[config.mk]
export PLATFORM = sky130hd
export DESIGN_NAME = mcs_sequencer
export DESIGN_NICKNAME = d
export VERILOG_FILES = /design/src/hw/mcs_pkg.sv /design/src/hw/mcs_sequencer.sv
export SDC_FILE = /design/constraint.sdc
export NUM_CORES = 1
export LEC_CHECK = 0
export ABC_AREA = 1
export BUFFER_PORTS_ARGS = -buffer_cell sky130_fd_sc_hd__buf_2
export CORE_MARGIN = 2
export CORE_UTILIZATION = 50
export DETAILED_ROUTE_END_ITERATION = 10
export HOLD_SLACK_MARGIN = 0.03
export PLACE_DENSITY = 0.81
export SKIP_LAST_GASP = 1
export SLEW_MARGIN = 0
export SYNTH_ARGS = -nofsm -noshare
export SYNTH_HDL_FRONTEND = slang
export SYNTH_SLANG_ARGS = --single-unit
[constraint.sdc]
create_clock -name ref_clk -period 3 [get_ports ref_clk]
set_clock_uncertainty 0.2 [all_clocks]
set_input_delay 0.15 -clock ref_clk [delete_from_list [all_inputs] [get_ports ref_clk]]
set_output_delay 0.15 -clock ref_clk [all_outputs]
set_load 0.02 [all_outputs]
[src/hw/mcs_pkg.sv]
package mcs_pkg;
  localparam int CLK_MHZ = 250;
  localparam int T_MEAS_NS = 25000;
  localparam int T_SQUELCH_NS = 500000;
  localparam int T_REGADJ_NS = 5000000;
  localparam int T_REGSTEP_NS = 300000;
  localparam int T_MODCAL_NS = 275000;
  localparam int T_ANTCAL_NS = 250000;
  localparam int T_CSCAL_NS = 3000000;
  localparam int T_CAPMEAS_NS = 250000;
  localparam int CYC_MEAS = T_MEAS_NS * CLK_MHZ / 1000;
  localparam int CYC_SQUELCH = T_SQUELCH_NS * CLK_MHZ / 1000;
  localparam int CYC_REGADJ = T_REGADJ_NS * CLK_MHZ / 1000;
  localparam int CYC_REGSTEP = T_REGSTEP_NS * CLK_MHZ / 1000;
  localparam int CYC_MODCAL = T_MODCAL_NS * CLK_MHZ / 1000;
  localparam int CYC_ANTCAL = T_ANTCAL_NS * CLK_MHZ / 1000;
  localparam int CYC_CSCAL = T_CSCAL_NS * CLK_MHZ / 1000;
  localparam int CYC_CAPMEAS = T_CAPMEAS_NS * CLK_MHZ / 1000;
  localparam logic [7:0] ADDR_CMD = 8'h00;
  localparam logic [7:0] ADDR_CTRL = 8'h04;
  localparam logic [7:0] ADDR_STAT = 8'h08;
  localparam logic [7:0] ADDR_ADC = 8'h0C;
  localparam logic [7:0] ADDR_RSSI = 8'h10;
  localparam logic [7:0] ADDR_REGV = 8'h14;
  localparam logic [7:0] ADDR_MODTGT = 8'h18;
  localparam logic [7:0] ADDR_MODDISP = 8'h1C;
  localparam logic [7:0] ADDR_RXCFG4 = 8'h20;
  localparam int EN_BIT = 7;
  localparam int EXTREG_BIT = 6;
  localparam int MCAL_LSB = 2;
  localparam int PROBE_LSB = 0;
  localparam int STAT_BUSY = 0;
  localparam int STAT_DONE = 1;
  localparam int STAT_CHAIN = 2;
  localparam int STAT_TRANSP = 3;
  localparam logic [7:0] CTRL_RST = 8'h00;
  localparam logic [7:0] MODTGT_RST = 8'h00;
  localparam logic [7:0] RXCFG4_RST = 8'h00;
  localparam logic [3:0] REG_MAX = 4'hA;
  localparam logic [3:0] REG_MIN = 4'h0;
  localparam logic [1:0] MUX_AMP = 2'h0;
  localparam logic [1:0] MUX_PHASE = 2'h1;
  localparam logic [1:0] MUX_SUPPLY = 2'h2;
  typedef enum logic [3:0] {
    CMD_AMP = 4'h1,
    CMD_SQUELCH = 4'h2,
    CMD_GAINRST = 4'h3,
    CMD_REGADJ = 4'h4,
    CMD_MODCAL = 4'h5,
    CMD_ANTCAL = 4'h6,
    CMD_PHASE = 4'h7,
    CMD_RSSICLR = 4'h8,
    CMD_TRANSP = 4'h9,
    CMD_CSCAL = 4'hA,
    CMD_CAPMEAS = 4'hB,
    CMD_SUPPLY = 4'hC
  } mcs_cmd_type;
  typedef enum logic [2:0] {
    ST_IDLE, ST_ADC, ST_SETTLE, ST_CAL, ST_SQUELCH
  } mcs_state_type;
endpackage : mcs_pkg

[src/hw/mcs_sequencer.sv]
// The register addresses and register access over APB were chosen for this implementation.
`timescale 1ns/100ps
module mcs_sequencer import mcs_pkg::*; #(
  parameter int MEAS_CYC = CYC_MEAS,
  parameter int SQUELCH_CYC = CYC_SQUELCH,
  parameter int REGADJ_CYC = CYC_REGADJ,
  parameter int REGSTEP_CYC = CYC_REGSTEP,
  parameter int MODCAL_CYC = CYC_MODCAL,
  parameter int ANTCAL_CYC = CYC_ANTCAL,
  parameter int CSCAL_CYC = CYC_CSCAL,
  parameter int CAPMEAS_CYC = CYC_CAPMEAS
) (
  input wire logic ref_clk, // 250 MHz
  input wire logic sys_rst, // Sync reset
  input wire logic clkEn, // Freezes state when low
  input wire logic psel, // APB select
  input wire logic penable, // APB enable
  input wire logic pwrite, // APB write
  input wire logic [7:0] paddr, // APB byte address
  input wire logic [31:0] pwdata, // APB write data
  output logic [31:0] prdata, // APB read data
  output logic pready, // APB ready
  output logic pslverr, // Unmapped address
  input wire logic xtalStable, // Crystal stable
  input wire logic txRunning, // Transmitter operating
  input wire logic rxRunning, // Receiver operating
  input wire logic rxActive, // Receive active
  input wire logic slaveSelPin, // Slave select pin
  input wire logic railMarginOk, // rf rail 250 mV below VDD
  input wire logic adcDone, // ADC conversion done
  input wire logic [7:0] adcData, // ADC code
  input wire logic calDone, // Analog calibration done
  input wire logic [7:0] calResult, // Calibration outcome
  input wire logic squelchDone, // Squelch finished
  input wire logic [3:0] rssiIn, // Instant RSSI
  output logic txEnable, // Transmitter on
  output logic rxEnable, // Receiver on
  output logic ampDetEnable, // Amplitude detector on
  output logic phaseDetEnable, // Phase detector on
  output logic adcRelative, // ADC relative mode
  output logic [1:0] adcMux, // ADC source
  output logic [1:0] supplyProbeSel, // Supply probe select
  output logic adcStart, // Start conversion pulse
  output logic [3:0] regCode, // Regulator step
  output logic modCalStart, // Depth calibration pulse
  output logic [7:0] modTarget, // Depth target
  output logic antCalStart, // Antenna calibration pulse
  output logic [3:0] tuningCapacitorPins, // Tuning caps
  output logic capCalStart, // Capsense calibration pulse
  output logic capMeasStart, // Capacitance meas pulse
  output logic squelchStart, // Squelch start pulse
  output logic agcInit, // AGC/squelch/RSSI init pulse
  output logic [7:0] gainReduction, // Loaded gain reduction
  output logic rssiGate, // RSSI and AGC enable
  output logic transparentMode, // Transparent mode
  output logic chainAllowed, // Last command chains
  output logic cmdDone // Completion pulse
);

  mcs_state_type state_reg;
  mcs_cmd_type cmd_reg;
  logic [7:0] ctrl_reg, modTgt_reg, rxCfg4_reg, adc_reg, modDisp_reg;
  logic [3:0] rssi_reg;
  logic [23:0] totCnt_reg, stepCnt_reg;
  logic doneFlag_reg, transpArm_reg, rxActPrev_reg;
  logic ss1_reg, ss2_reg, ss3_reg, ssLevel_reg;
  logic wrAcc, cmdWr, accept, finish, ssRise;
  mcs_cmd_type newCmd;

  function automatic logic isMeasure(input mcs_cmd_type c);
    case (c)
      CMD_AMP, CMD_PHASE, CMD_SUPPLY, CMD_REGADJ, CMD_MODCAL,
      CMD_ANTCAL, CMD_CSCAL, CMD_CAPMEAS: isMeasure = 1'b1;
      default: isMeasure = 1'b0;
    endcase
  endfunction : isMeasure

  function automatic logic [23:0] cmdLimit(input mcs_cmd_type c);
    case (c)
      CMD_SQUELCH: cmdLimit = 24'(SQUELCH_CYC);
      CMD_REGADJ: cmdLimit = 24'(REGADJ_CYC);
      CMD_MODCAL: cmdLimit = 24'(MODCAL_CYC);
      CMD_ANTCAL: cmdLimit = 24'(ANTCAL_CYC);
      CMD_CSCAL: cmdLimit = 24'(CSCAL_CYC);
      CMD_CAPMEAS: cmdLimit = 24'(CAPMEAS_CYC);
      default: cmdLimit = 24'(MEAS_CYC);
    endcase
  endfunction : cmdLimit

  assign pready = clkEn;
  assign wrAcc = psel & penable & pwrite & clkEn;
  assign cmdWr = wrAcc & (paddr == ADDR_CMD);
  assign newCmd = mcs_cmd_type'(pwdata[3:0]);
  assign modTarget = modTgt_reg;
  assign rssiGate = rxActive;
  assign ssRise = (ss2_reg == ss3_reg) & ss3_reg & ~ssLevel_reg;

  // Acceptance; a refused command leaves every register as it was
  always_comb begin
    logic base;
    base = ctrl_reg[EN_BIT] & xtalStable;
    accept = 1'b0;
    if (cmdWr) begin
      case (newCmd)
        CMD_AMP, CMD_PHASE, CMD_SUPPLY, CMD_MODCAL, CMD_ANTCAL,
        CMD_RSSICLR, CMD_TRANSP: accept = base & (state_reg == ST_IDLE);
        CMD_GAINRST: accept = base & ((state_reg == ST_IDLE) |
                                      (state_reg == ST_SQUELCH));
        CMD_REGADJ: accept = base & ~ctrl_reg[EXTREG_BIT]
                             & (state_reg == ST_IDLE);
        CMD_SQUELCH: accept = txRunning & rxRunning
                              & (state_reg == ST_IDLE);
        CMD_CSCAL: accept = (ctrl_reg[MCAL_LSB +: 4] == 4'h0)
                            & (state_reg == ST_IDLE);
        CMD_CAPMEAS: accept = (state_reg == ST_IDLE);
        default: accept = 1'b0;
      endcase
    end
  end

  // Pin is asynchronous: three stages, level taken when last two agree
  always_ff @(posedge ref_clk) begin
    if (sys_rst) begin
      ss1_reg <= 1'b0;
      ss2_reg <= 1'b0;
      ss3_reg <= 1'b0;
      ssLevel_reg <= 1'b0;
    end else if (clkEn) begin
      ss1_reg <= slaveSelPin;
      ss2_reg <= ss1_reg;
      ss3_reg <= ss2_reg;
      if (ss2_reg == ss3_reg) begin
        ssLevel_reg <= ss3_reg;
      end
    end
  end

  always_ff @(posedge ref_clk) begin
    if (sys_rst) begin
      transpArm_reg <= 1'b0;
      transparentMode <= 1'b0;
    end else if (clkEn) begin
      if (accept && newCmd == CMD_TRANSP) begin
        transpArm_reg <= 1'b1;
      end else if (ssRise && transpArm_reg) begin
        transpArm_reg <= 1'b0;
        transparentMode <= 1'b1;
      end else if (!ssLevel_reg) begin
        transparentMode <= 1'b0;
      end
    end
  end

  // Software registers
  always_ff @(posedge ref_clk) begin
    if (sys_rst) begin
      ctrl_reg <= CTRL_RST;
      modTgt_reg <= MODTGT_RST;
      rxCfg4_reg <= RXCFG4_RST;
    end else if (wrAcc) begin
      case (paddr)
        ADDR_CTRL: ctrl_reg <= pwdata[7:0];
        ADDR_MODTGT: modTgt_reg <= pwdata[7:0];
        ADDR_RXCFG4: rxCfg4_reg <= pwdata[7:0];
        default: ;
      endcase
    end
  end

  always_comb begin
    prdata = 32'h0000_0000;
    pslverr = 1'b0;
    case (paddr)
      ADDR_CMD: prdata[3:0] = cmd_reg;
      ADDR_CTRL: prdata[7:0] = ctrl_reg;
      ADDR_STAT: begin
        prdata[STAT_BUSY] = (state_reg != ST_IDLE);
        prdata[STAT_DONE] = doneFlag_reg;
        prdata[STAT_CHAIN] = chainAllowed;
        prdata[STAT_TRANSP] = transparentMode;
      end
      ADDR_ADC: prdata[7:0] = adc_reg;
      ADDR_RSSI: prdata[3:0] = rssi_reg;
      ADDR_REGV: prdata[3:0] = regCode;
      ADDR_MODTGT: prdata[7:0] = modTgt_reg;
      ADDR_MODDISP: prdata[7:0] = modDisp_reg;
      ADDR_RXCFG4: prdata[7:0] = rxCfg4_reg;
      default: pslverr = psel & penable;
    endcase
  end

  // Done is sticky; a new completion beats a same-cycle clear
  always_ff @(posedge ref_clk) begin
    if (sys_rst) begin
      doneFlag_reg <= 1'b0;
    end else if (clkEn) begin
      if (cmdDone) begin
        doneFlag_reg <= 1'b1;
      end else if (wrAcc && paddr == ADDR_STAT && pwdata[STAT_DONE]) begin
        doneFlag_reg <= 1'b0;
      end
    end
  end

  always_ff @(posedge ref_clk) begin
    if (sys_rst) begin
      chainAllowed <= 1'b0;
      cmd_reg <= CMD_AMP;
    end else if (clkEn && accept) begin
      cmd_reg <= newCmd;
      chainAllowed <= ~isMeasure(newCmd) & (newCmd != CMD_SQUELCH)
                      & (newCmd != CMD_TRANSP);
    end
  end

  // Peak hold, restarted on receive active rise or clear command
  always_ff @(posedge ref_clk) begin
    if (sys_rst) begin
      rssi_reg <= 4'h0;
      rxActPrev_reg <= 1'b0;
    end else if (clkEn) begin
      rxActPrev_reg <= rxActive;
      if ((rxActive && !rxActPrev_reg) ||
          (accept && newCmd == CMD_RSSICLR)) begin
        rssi_reg <= 4'h0;
      end else if (rxActive && rssiIn > rssi_reg) begin
        rssi_reg <= rssiIn;
      end
    end
  end

  assign finish = (state_reg == ST_ADC && (adcDone || totCnt_reg == 0))
    || (state_reg == ST_CAL && (calDone || totCnt_reg == 0))
    || (state_reg == ST_SETTLE && (totCnt_reg == 0 ||
        (stepCnt_reg == 0 && (railMarginOk || regCode == REG_MIN))));

  always_ff @(posedge ref_clk) begin
    if (sys_rst) begin
      state_reg <= ST_IDLE;
      totCnt_reg <= 24'h00_0000;
      stepCnt_reg <= 24'h00_0000;
    end else if (clkEn) begin
      if (totCnt_reg != 0) begin
        totCnt_reg <= totCnt_reg - 24'h00_0001;
      end
      if (stepCnt_reg != 0) begin
        stepCnt_reg <= stepCnt_reg - 24'h00_0001;
      end
      if (accept) begin
        totCnt_reg <= cmdLimit(newCmd);
        case (newCmd)
          CMD_AMP, CMD_PHASE, CMD_SUPPLY: state_reg <= ST_ADC;
          CMD_MODCAL, CMD_ANTCAL, CMD_CSCAL,
          CMD_CAPMEAS: state_reg <= ST_CAL;
          CMD_REGADJ: begin
            state_reg <= ST_SETTLE;
            stepCnt_reg <= 24'(REGSTEP_CYC);
          end
          CMD_SQUELCH: state_reg <= rxActive ? ST_IDLE : ST_SQUELCH;
          default: state_reg <= ST_IDLE;
        endcase
      end else if (finish) begin
        state_reg <= ST_IDLE;
      end else if (state_reg == ST_SETTLE && stepCnt_reg == 0) begin
        stepCnt_reg <= 24'(REGSTEP_CYC);
      end else if (state_reg == ST_SQUELCH &&
                   (squelchDone || totCnt_reg == 0)) begin
        state_reg <= ST_IDLE;
      end
    end
  end

  // Analog steering, held for the length of the command
  always_ff @(posedge ref_clk) begin
    if (sys_rst) begin
      txEnable <= 1'b0;
      rxEnable <= 1'b0;
      ampDetEnable <= 1'b0;
      phaseDetEnable <= 1'b0;
      adcRelative <= 1'b0;
      adcMux <= MUX_AMP;
      supplyProbeSel <= 2'h0;
    end else if (clkEn) begin
      if (accept && isMeasure(newCmd)) begin
        txEnable <= newCmd == CMD_AMP || newCmd == CMD_PHASE ||
                    newCmd == CMD_REGADJ || newCmd == CMD_MODCAL ||
                    newCmd == CMD_ANTCAL;
        rxEnable <= newCmd == CMD_REGADJ;
        ampDetEnable <= newCmd == CMD_AMP;
        phaseDetEnable <= newCmd == CMD_PHASE;
        adcRelative <= newCmd == CMD_PHASE;
        adcMux <= newCmd == CMD_PHASE ? MUX_PHASE :
                  newCmd == CMD_SUPPLY ? MUX_SUPPLY : MUX_AMP;
        supplyProbeSel <= ctrl_reg[PROBE_LSB +: 2];
      end else if (finish) begin
        txEnable <= 1'b0;
        rxEnable <= 1'b0;
        ampDetEnable <= 1'b0;
        phaseDetEnable <= 1'b0;
        adcRelative <= 1'b0;
      end
    end
  end

  // Start strobes and completion pulse
  always_ff @(posedge ref_clk) begin
    if (sys_rst) begin
      adcStart <= 1'b0;
      modCalStart <= 1'b0;
      antCalStart <= 1'b0;
      capCalStart <= 1'b0;
      capMeasStart <= 1'b0;
      squelchStart <= 1'b0;
      agcInit <= 1'b0;
      cmdDone <= 1'b0;
    end else if (clkEn) begin
      adcStart <= accept && (newCmd == CMD_AMP || newCmd == CMD_PHASE
                  || newCmd == CMD_SUPPLY);
      modCalStart <= accept && newCmd == CMD_MODCAL;
      antCalStart <= accept && newCmd == CMD_ANTCAL;
      capCalStart <= accept && newCmd == CMD_CSCAL;
      capMeasStart <= accept && newCmd == CMD_CAPMEAS;
      squelchStart <= accept && newCmd == CMD_SQUELCH
                      && !rxActive;
      agcInit <= accept && newCmd == CMD_GAINRST;
      cmdDone <= finish && isMeasure(cmd_reg);
    end
  end

  // Results; analog scaling lands the code as is, no rework here
  always_ff @(posedge ref_clk) begin
    if (sys_rst) begin
      adc_reg <= 8'h00;
      modDisp_reg <= 8'h00;
      tuningCapacitorPins <= 4'h0;
      gainReduction <= 8'h00;
      regCode <= REG_MAX;
    end else if (clkEn) begin
      if (state_reg == ST_ADC && adcDone) begin
        adc_reg <= adcData;
      end
      if (state_reg == ST_CAL && calDone && cmd_reg == CMD_MODCAL) begin
        modDisp_reg <= calResult;
      end
      if (state_reg == ST_CAL && calDone && cmd_reg == CMD_ANTCAL) begin
        tuningCapacitorPins <= calResult[3:0];
      end
      if (accept && newCmd == CMD_GAINRST) begin
        gainReduction <= rxCfg4_reg;
      end
      if (accept && newCmd == CMD_REGADJ) begin
        regCode <= REG_MAX;
      end else if (state_reg == ST_SETTLE && stepCnt_reg == 0 &&
                   !finish) begin
        regCode <= regCode - 4'h1;
      end
    end
  end

endmodule : mcs_sequencer

==> metrics.txt <==
# TYPE chip_impl_metric gauge
chip_impl_info{name="run_status",value="completed"} 1
chip_impl_metric{name="ys_seq_area_frac",unit=""} 0.375
chip_impl_metric{name="critical_path.n_buffers_inverters",unit=""} 2
chip_impl_metric{name="ant_nets",unit=""} 0
chip_impl_metric{name="fin_nets",unit=""} 1289
chip_impl_metric{name="core_box_area",unit="um^2"} 14600
chip_impl_metric{name="synth_cell_type_count",unit=""} 47
chip_impl_info{name="synth_area_leader_cell",value="sky130_fd_sc_hd__dfxtp_1"} 1
chip_impl_metric{name="number_of_synthesized_flops_with_an_enable_pin",unit=""} 0
chip_impl_metric{name="h-tree-depth",unit=""} 4
chip_impl_metric{name="async_flop_share",unit=""} 0
chip_impl_metric{name="initial_antenna_violation_count",unit=""} 0
chip_impl_metric{name="routedWlPerCell",unit="um"} 15.8
chip_impl_info{name="synth.top_cells.by_area",value="sky130_fd_sc_hd__dfxtp_1 38%, sky130_fd_sc_hd__nor2_1 8.2%, sky130_fd_sc_hd__nand2_1 7.4%"} 1
chip_impl_metric{name="ys.warnings.count",unit=""} 0
chip_impl_metric{name="post-place-cells",unit=""} 1340
chip_impl_metric{name="numCtsBuffers",unit=""} 17
chip_impl_metric{name="via_count_of_the_first_global_routing_pass",unit=""} 7503
chip_impl_metric{name="route.detailed.drc",unit=""} 0
chip_impl_metric{name="rows",unit=""} 44
chip_impl_metric{name="final_hold_vios",unit=""} 0
chip_impl_metric{name="first_pass_grt_wire_length",unit="mm"} 36.1
chip_impl_metric{name="report.power.total",unit="W"} 0.00647
chip_impl_metric{name="worst_ep_required_time",unit="ps"} 3100
chip_impl_metric{name="gp_congestion",unit=""} 0.928
chip_impl_metric{name="filler_cell_count",unit=""} 1248
chip_impl_metric{name="clkSinkCount",unit=""} 141
chip_impl_metric{name="detailed_place_hpwl",unit="mm"} 15.3
chip_impl_metric{name="final.setup.worst_slack",unit="ps"} 273
chip_impl_metric{name="post_route_cells_drive_above_1_share",unit=""} 0.156
chip_impl_metric{name="floorplan.initialDensity",unit=""} 0.514
chip_impl_info{name="critical-path-top-cell-by-count",value="sky130_fd_sc_hd__nand2_1"} 1
chip_impl_metric{name="synth.top_cell.area_share",unit=""} 0.375
chip_impl_metric{name="routed-via-count",unit=""} 7826
chip_impl_metric{name="dieHeight",unit="um"} 127
chip_impl_metric{name="power.density_cell_area",unit="nW/um^2"} 713
chip_impl_metric{name="route.detailed.vias_per_inst",unit=""} 5.58
chip_impl_metric{name="finalSetupViolations",unit=""} 0
chip_impl_metric{name="worst_ep_arrival_time",unit="ps"} 2820
chip_impl_metric{name="synthesis.area_per_instance",unit="um^2"} 7.00
chip_impl_metric{name="drt_pre_antenna_iters",unit=""} 5
chip_impl_info{name="list_of_cells_traversed_by_the_critical_path",value="inv_1 -> ha_1 -> nand2_1 -> nor2_1 -> nand4_1 -> nor2_2 -> nand2_1 -> nand2_1 -> nand2_2 -> buf_4 -> o21ai_0 -> a31oi_1"} 1
chip_impl_metric{name="worstSkewPairLatency",unit="ps"} 430
chip_impl_info{name="worst_path_dominant_cell_family",value="simple AND/OR/NAND/NOR gates"} 1
chip_impl_info{name="hold_path_class",value="primary input to flop"} 1
chip_impl_info{name="cts_tree",value="yes"} 1
chip_impl_metric{name="maxSlewHeadroom",unit=""} 0.563
chip_impl_metric{name="critPathMaxFanout",unit=""} 15
chip_impl_metric{name="die_area",unit="um^2"} 16000
chip_impl_metric{name="io_pins",unit=""} 153
chip_impl_metric{name="critical_path.max_stage_delay",unit="ps"} 300
chip_impl_metric{name="static-leakage-power",unit="nW"} 4.23
chip_impl_metric{name="largest_net_degree_at_the_start_of_global_routing",unit=""} 44
chip_impl_metric{name="detail_route.iter0.violations",unit=""} 789
chip_impl_metric{name="finalWorstPathRequiredPeriod",unit="ps"} 2730
chip_impl_info{name="critPathKind",value="flop to flop"} 1
chip_impl_info{name="startpoint_type",value="flop"} 1
chip_impl_metric{name="worst_voltage_drop_across_the_vdd_grid",unit="mV"} 0.486
chip_impl_metric{name="netlist_instances",unit=""} 1075
chip_impl_metric{name="gr-usage-all-layers",unit=""} 0.280
chip_impl_metric{name="multi_input_area",unit="um^2"} 3860
chip_impl_metric{name="dpl_worst_slack",unit="ps"} 340
chip_impl_info{name="rsz0062_at_grt",value="no"} 1
chip_impl_metric{name="ys_seq_elements",unit=""} 141
chip_impl_metric{name="io_buffers",unit=""} 104
chip_impl_metric{name="flow.area_growth_from_synthesis",unit="%"} 20.6
chip_impl_metric{name="cts.reportedPaths.clkPinSlew",unit="ps"} 60
chip_impl_metric{name="drv_cap",unit=""} 0
chip_impl_metric{name="finalNonFillerCells",unit=""} 1402
chip_impl_info{name="worst_setup_path_end_kind",value="flop"} 1
chip_impl_info{name="root_buffer",value="sky130_fd_sc_hd__clkbuf_16"} 1
chip_impl_metric{name="timing.final.crit_share",unit=""} 0.909
chip_impl_metric{name="detail_route.wirelength",unit="mm"} 22.2
chip_impl_info{name="dominantRegCellSynth",value="sky130_fd_sc_hd__dfxtp_1"} 1
chip_impl_metric{name="max_freq",unit="GHz"} 0.367
chip_impl_metric{name="gr-total-overflow",unit=""} 0
chip_impl_metric{name="post_synth_instance_area",unit="um^2"} 7520
chip_impl_metric{name="maximum_count_of_clock_buffers_along_a_single_path",unit=""} 2
chip_impl_metric{name="die_wd",unit="um"} 127
chip_impl_metric{name="register_area",unit="um^2"} 2820
chip_impl_info{name="critical_path.slowest_cell",value="sky130_fd_sc_hd__dfxtp_1"} 1
chip_impl_metric{name="final-max-slew-violation-count",unit=""} 0
chip_impl_metric{name="setup_tns",unit="ps"} 0
chip_impl_metric{name="antenna_cells_inserted",unit=""} 0
chip_impl_metric{name="worst-slew-pin-transition",unit="ps"} 655
chip_impl_metric{name="timing.reg2reg.setup_slack",unit="ps"} 270
==> layout by cell type, fill, tap and decap left out, types with 6 or more instances in the layout <==
cell type,n
sky130_fd_sc_hd__a21oi_1,79
sky130_fd_sc_hd__nand4_1,21
sky130_fd_sc_hd__nand2_1,149
sky130_fd_sc_hd__clkbuf_16,17
sky130_fd_sc_hd__conb_1,24
sky130_fd_sc_hd__bufinv_16,6
sky130_fd_sc_hd__inv_2,9
sky130_fd_sc_hd__a221oi_1,10
sky130_fd_sc_hd__o22ai_1,7
sky130_fd_sc_hd__buf_4,16
sky130_fd_sc_hd__or2_2,6
sky130_fd_sc_hd__dfxtp_1,141
sky130_fd_sc_hd__ha_1,9
sky130_fd_sc_hd__nor3_1,33
sky130_fd_sc_hd__nand2_2,6
sky130_fd_sc_hd__nor2_1,163
sky130_fd_sc_hd__xnor2_1,12
sky130_fd_sc_hd__a211oi_1,10
sky130_fd_sc_hd__o21ai_0,91
sky130_fd_sc_hd__xor2_1,29
sky130_fd_sc_hd__dlygate4sd3_1,30
sky130_fd_sc_hd__inv_1,132
sky130_fd_sc_hd__buf_2,104
sky130_fd_sc_hd__o211ai_1,8
sky130_fd_sc_hd__a31oi_1,10
sky130_fd_sc_hd__nand3_1,54
==> cells in the mapped netlist (2+ instances only) <==
cell and number:
sky130_fd_sc_hd__nor3_1 33, sky130_fd_sc_hd__inv_2 8, sky130_fd_sc_hd__nand4_1 21, sky130_fd_sc_hd__o21ai_0 91
sky130_fd_sc_hd__nand3b_1 2, sky130_fd_sc_hd__inv_1 132, sky130_fd_sc_hd__nand3_2 2, sky130_fd_sc_hd__a211oi_1 10
sky130_fd_sc_hd__xnor2_1 12, sky130_fd_sc_hd__buf_2 5, sky130_fd_sc_hd__nor2_1 164, sky130_fd_sc_hd__nor2_2 3
sky130_fd_sc_hd__buf_4 30, sky130_fd_sc_hd__a21oi_1 79, sky130_fd_sc_hd__nand2_1 149, sky130_fd_sc_hd__dfxtp_1 141
sky130_fd_sc_hd__a31oi_1 10, sky130_fd_sc_hd__or2_2 6, sky130_fd_sc_hd__nor3_4 3, sky130_fd_sc_hd__ha_1 9
sky130_fd_sc_hd__clkbuf_1 20, sky130_fd_sc_hd__xor2_1 29, sky130_fd_sc_hd__nand2_4 2, sky130_fd_sc_hd__o211ai_1 8
sky130_fd_sc_hd__nand2_2 6, sky130_fd_sc_hd__o22ai_1 7, sky130_fd_sc_hd__a221oi_1 10, sky130_fd_sc_hd__o31ai_1 3
sky130_fd_sc_hd__nand3_1 54, sky130_fd_sc_hd__buf_6 6, sky130_fd_sc_hd__nor4_1 4
==> through the flow <==
stage                     hold slack, ps  utilization  cell area (um^2)
after floorplan                     84.9            -              7610
after global placement               178        0.552              8080
after detailed placement             199        0.552              8080
after CTS                           33.6        0.620              9070
after global routing                97.4        0.620              9070
final                               55.0        0.620              9070
==> path summary, 6_finish.rpt <==
check / startpoint / end / cells after the start
hold / removal: paddr[4] / doneFlag_reg$_SDFFE_PP0P_ / 5
hold reg to reg: gainReduction[3]$_SDFFE_PP0P_ / gainReduction[3]$_SDFFE_PP0P_ / 2
setup reg to reg: totCnt_reg[0]$_SDFFE_PP0P_ / totCnt_reg[10]$_SDFFE_PP0P_ / 12
setup / recovery: totCnt_reg[0]$_SDFFE_PP0P_ / totCnt_reg[10]$_SDFFE_PP0P_ / 12
==> where the power goes <==
group	switching, W	internal [W]
clock	0.000851	0.00161
sequential	0.000172	0.00206
combinational	0.00112	0.000665
==> cell type report <==
class	instances	area share
clock buffers	19	0.0499
clock inverters	13	0.0261
well taps	184	0.0254
flip-flops and latches	141	0.311
inverters	142	0.0590
repair buffers	150	0.104
multi-input cells	753	0.425
==> logic make-up after synthesis <==
group                    Yosys count  synth area share
AND/OR/NAND/NOR                  454             0.270
AO/OA/AOI/OAI                    225             0.167
buffers and inverters            204             0.124
flip-flops                       141             0.375
XOR/XNOR                          41            0.0477
adder cells (fa/ha/maj)            9            0.0150
other                              1          0.000498
==> tightest hold or removal path, cell delays in order <==
cell and delay (ps):
sky130_fd_sc_hd__buf_2 120, sky130_fd_sc_hd__nor3_4 60, sky130_fd_sc_hd__nand2_1 110, sky130_fd_sc_hd__o31ai_1 80, sky130_fd_sc_hd__a21oi_1 120
==> per-layer routing <==
layer,up-vias,global-route usage,wire [um]
li1,3746,-,-
met1,3592,0.344,9100
met2,403,0.454,10200
met3,85,0.0747,1950
met4,0,0.145,902
met5,-,0,0
==> what timing repair did <==
action | CTS | global route
resized for setup | 0 | 1
setup endpoints to repair | 0 | 2
hold buffers | 30 | 0
endpoints found under the hold margin | 56 | 0
setup buffers | 0 | 0
(Power assumes the default switching activity.)
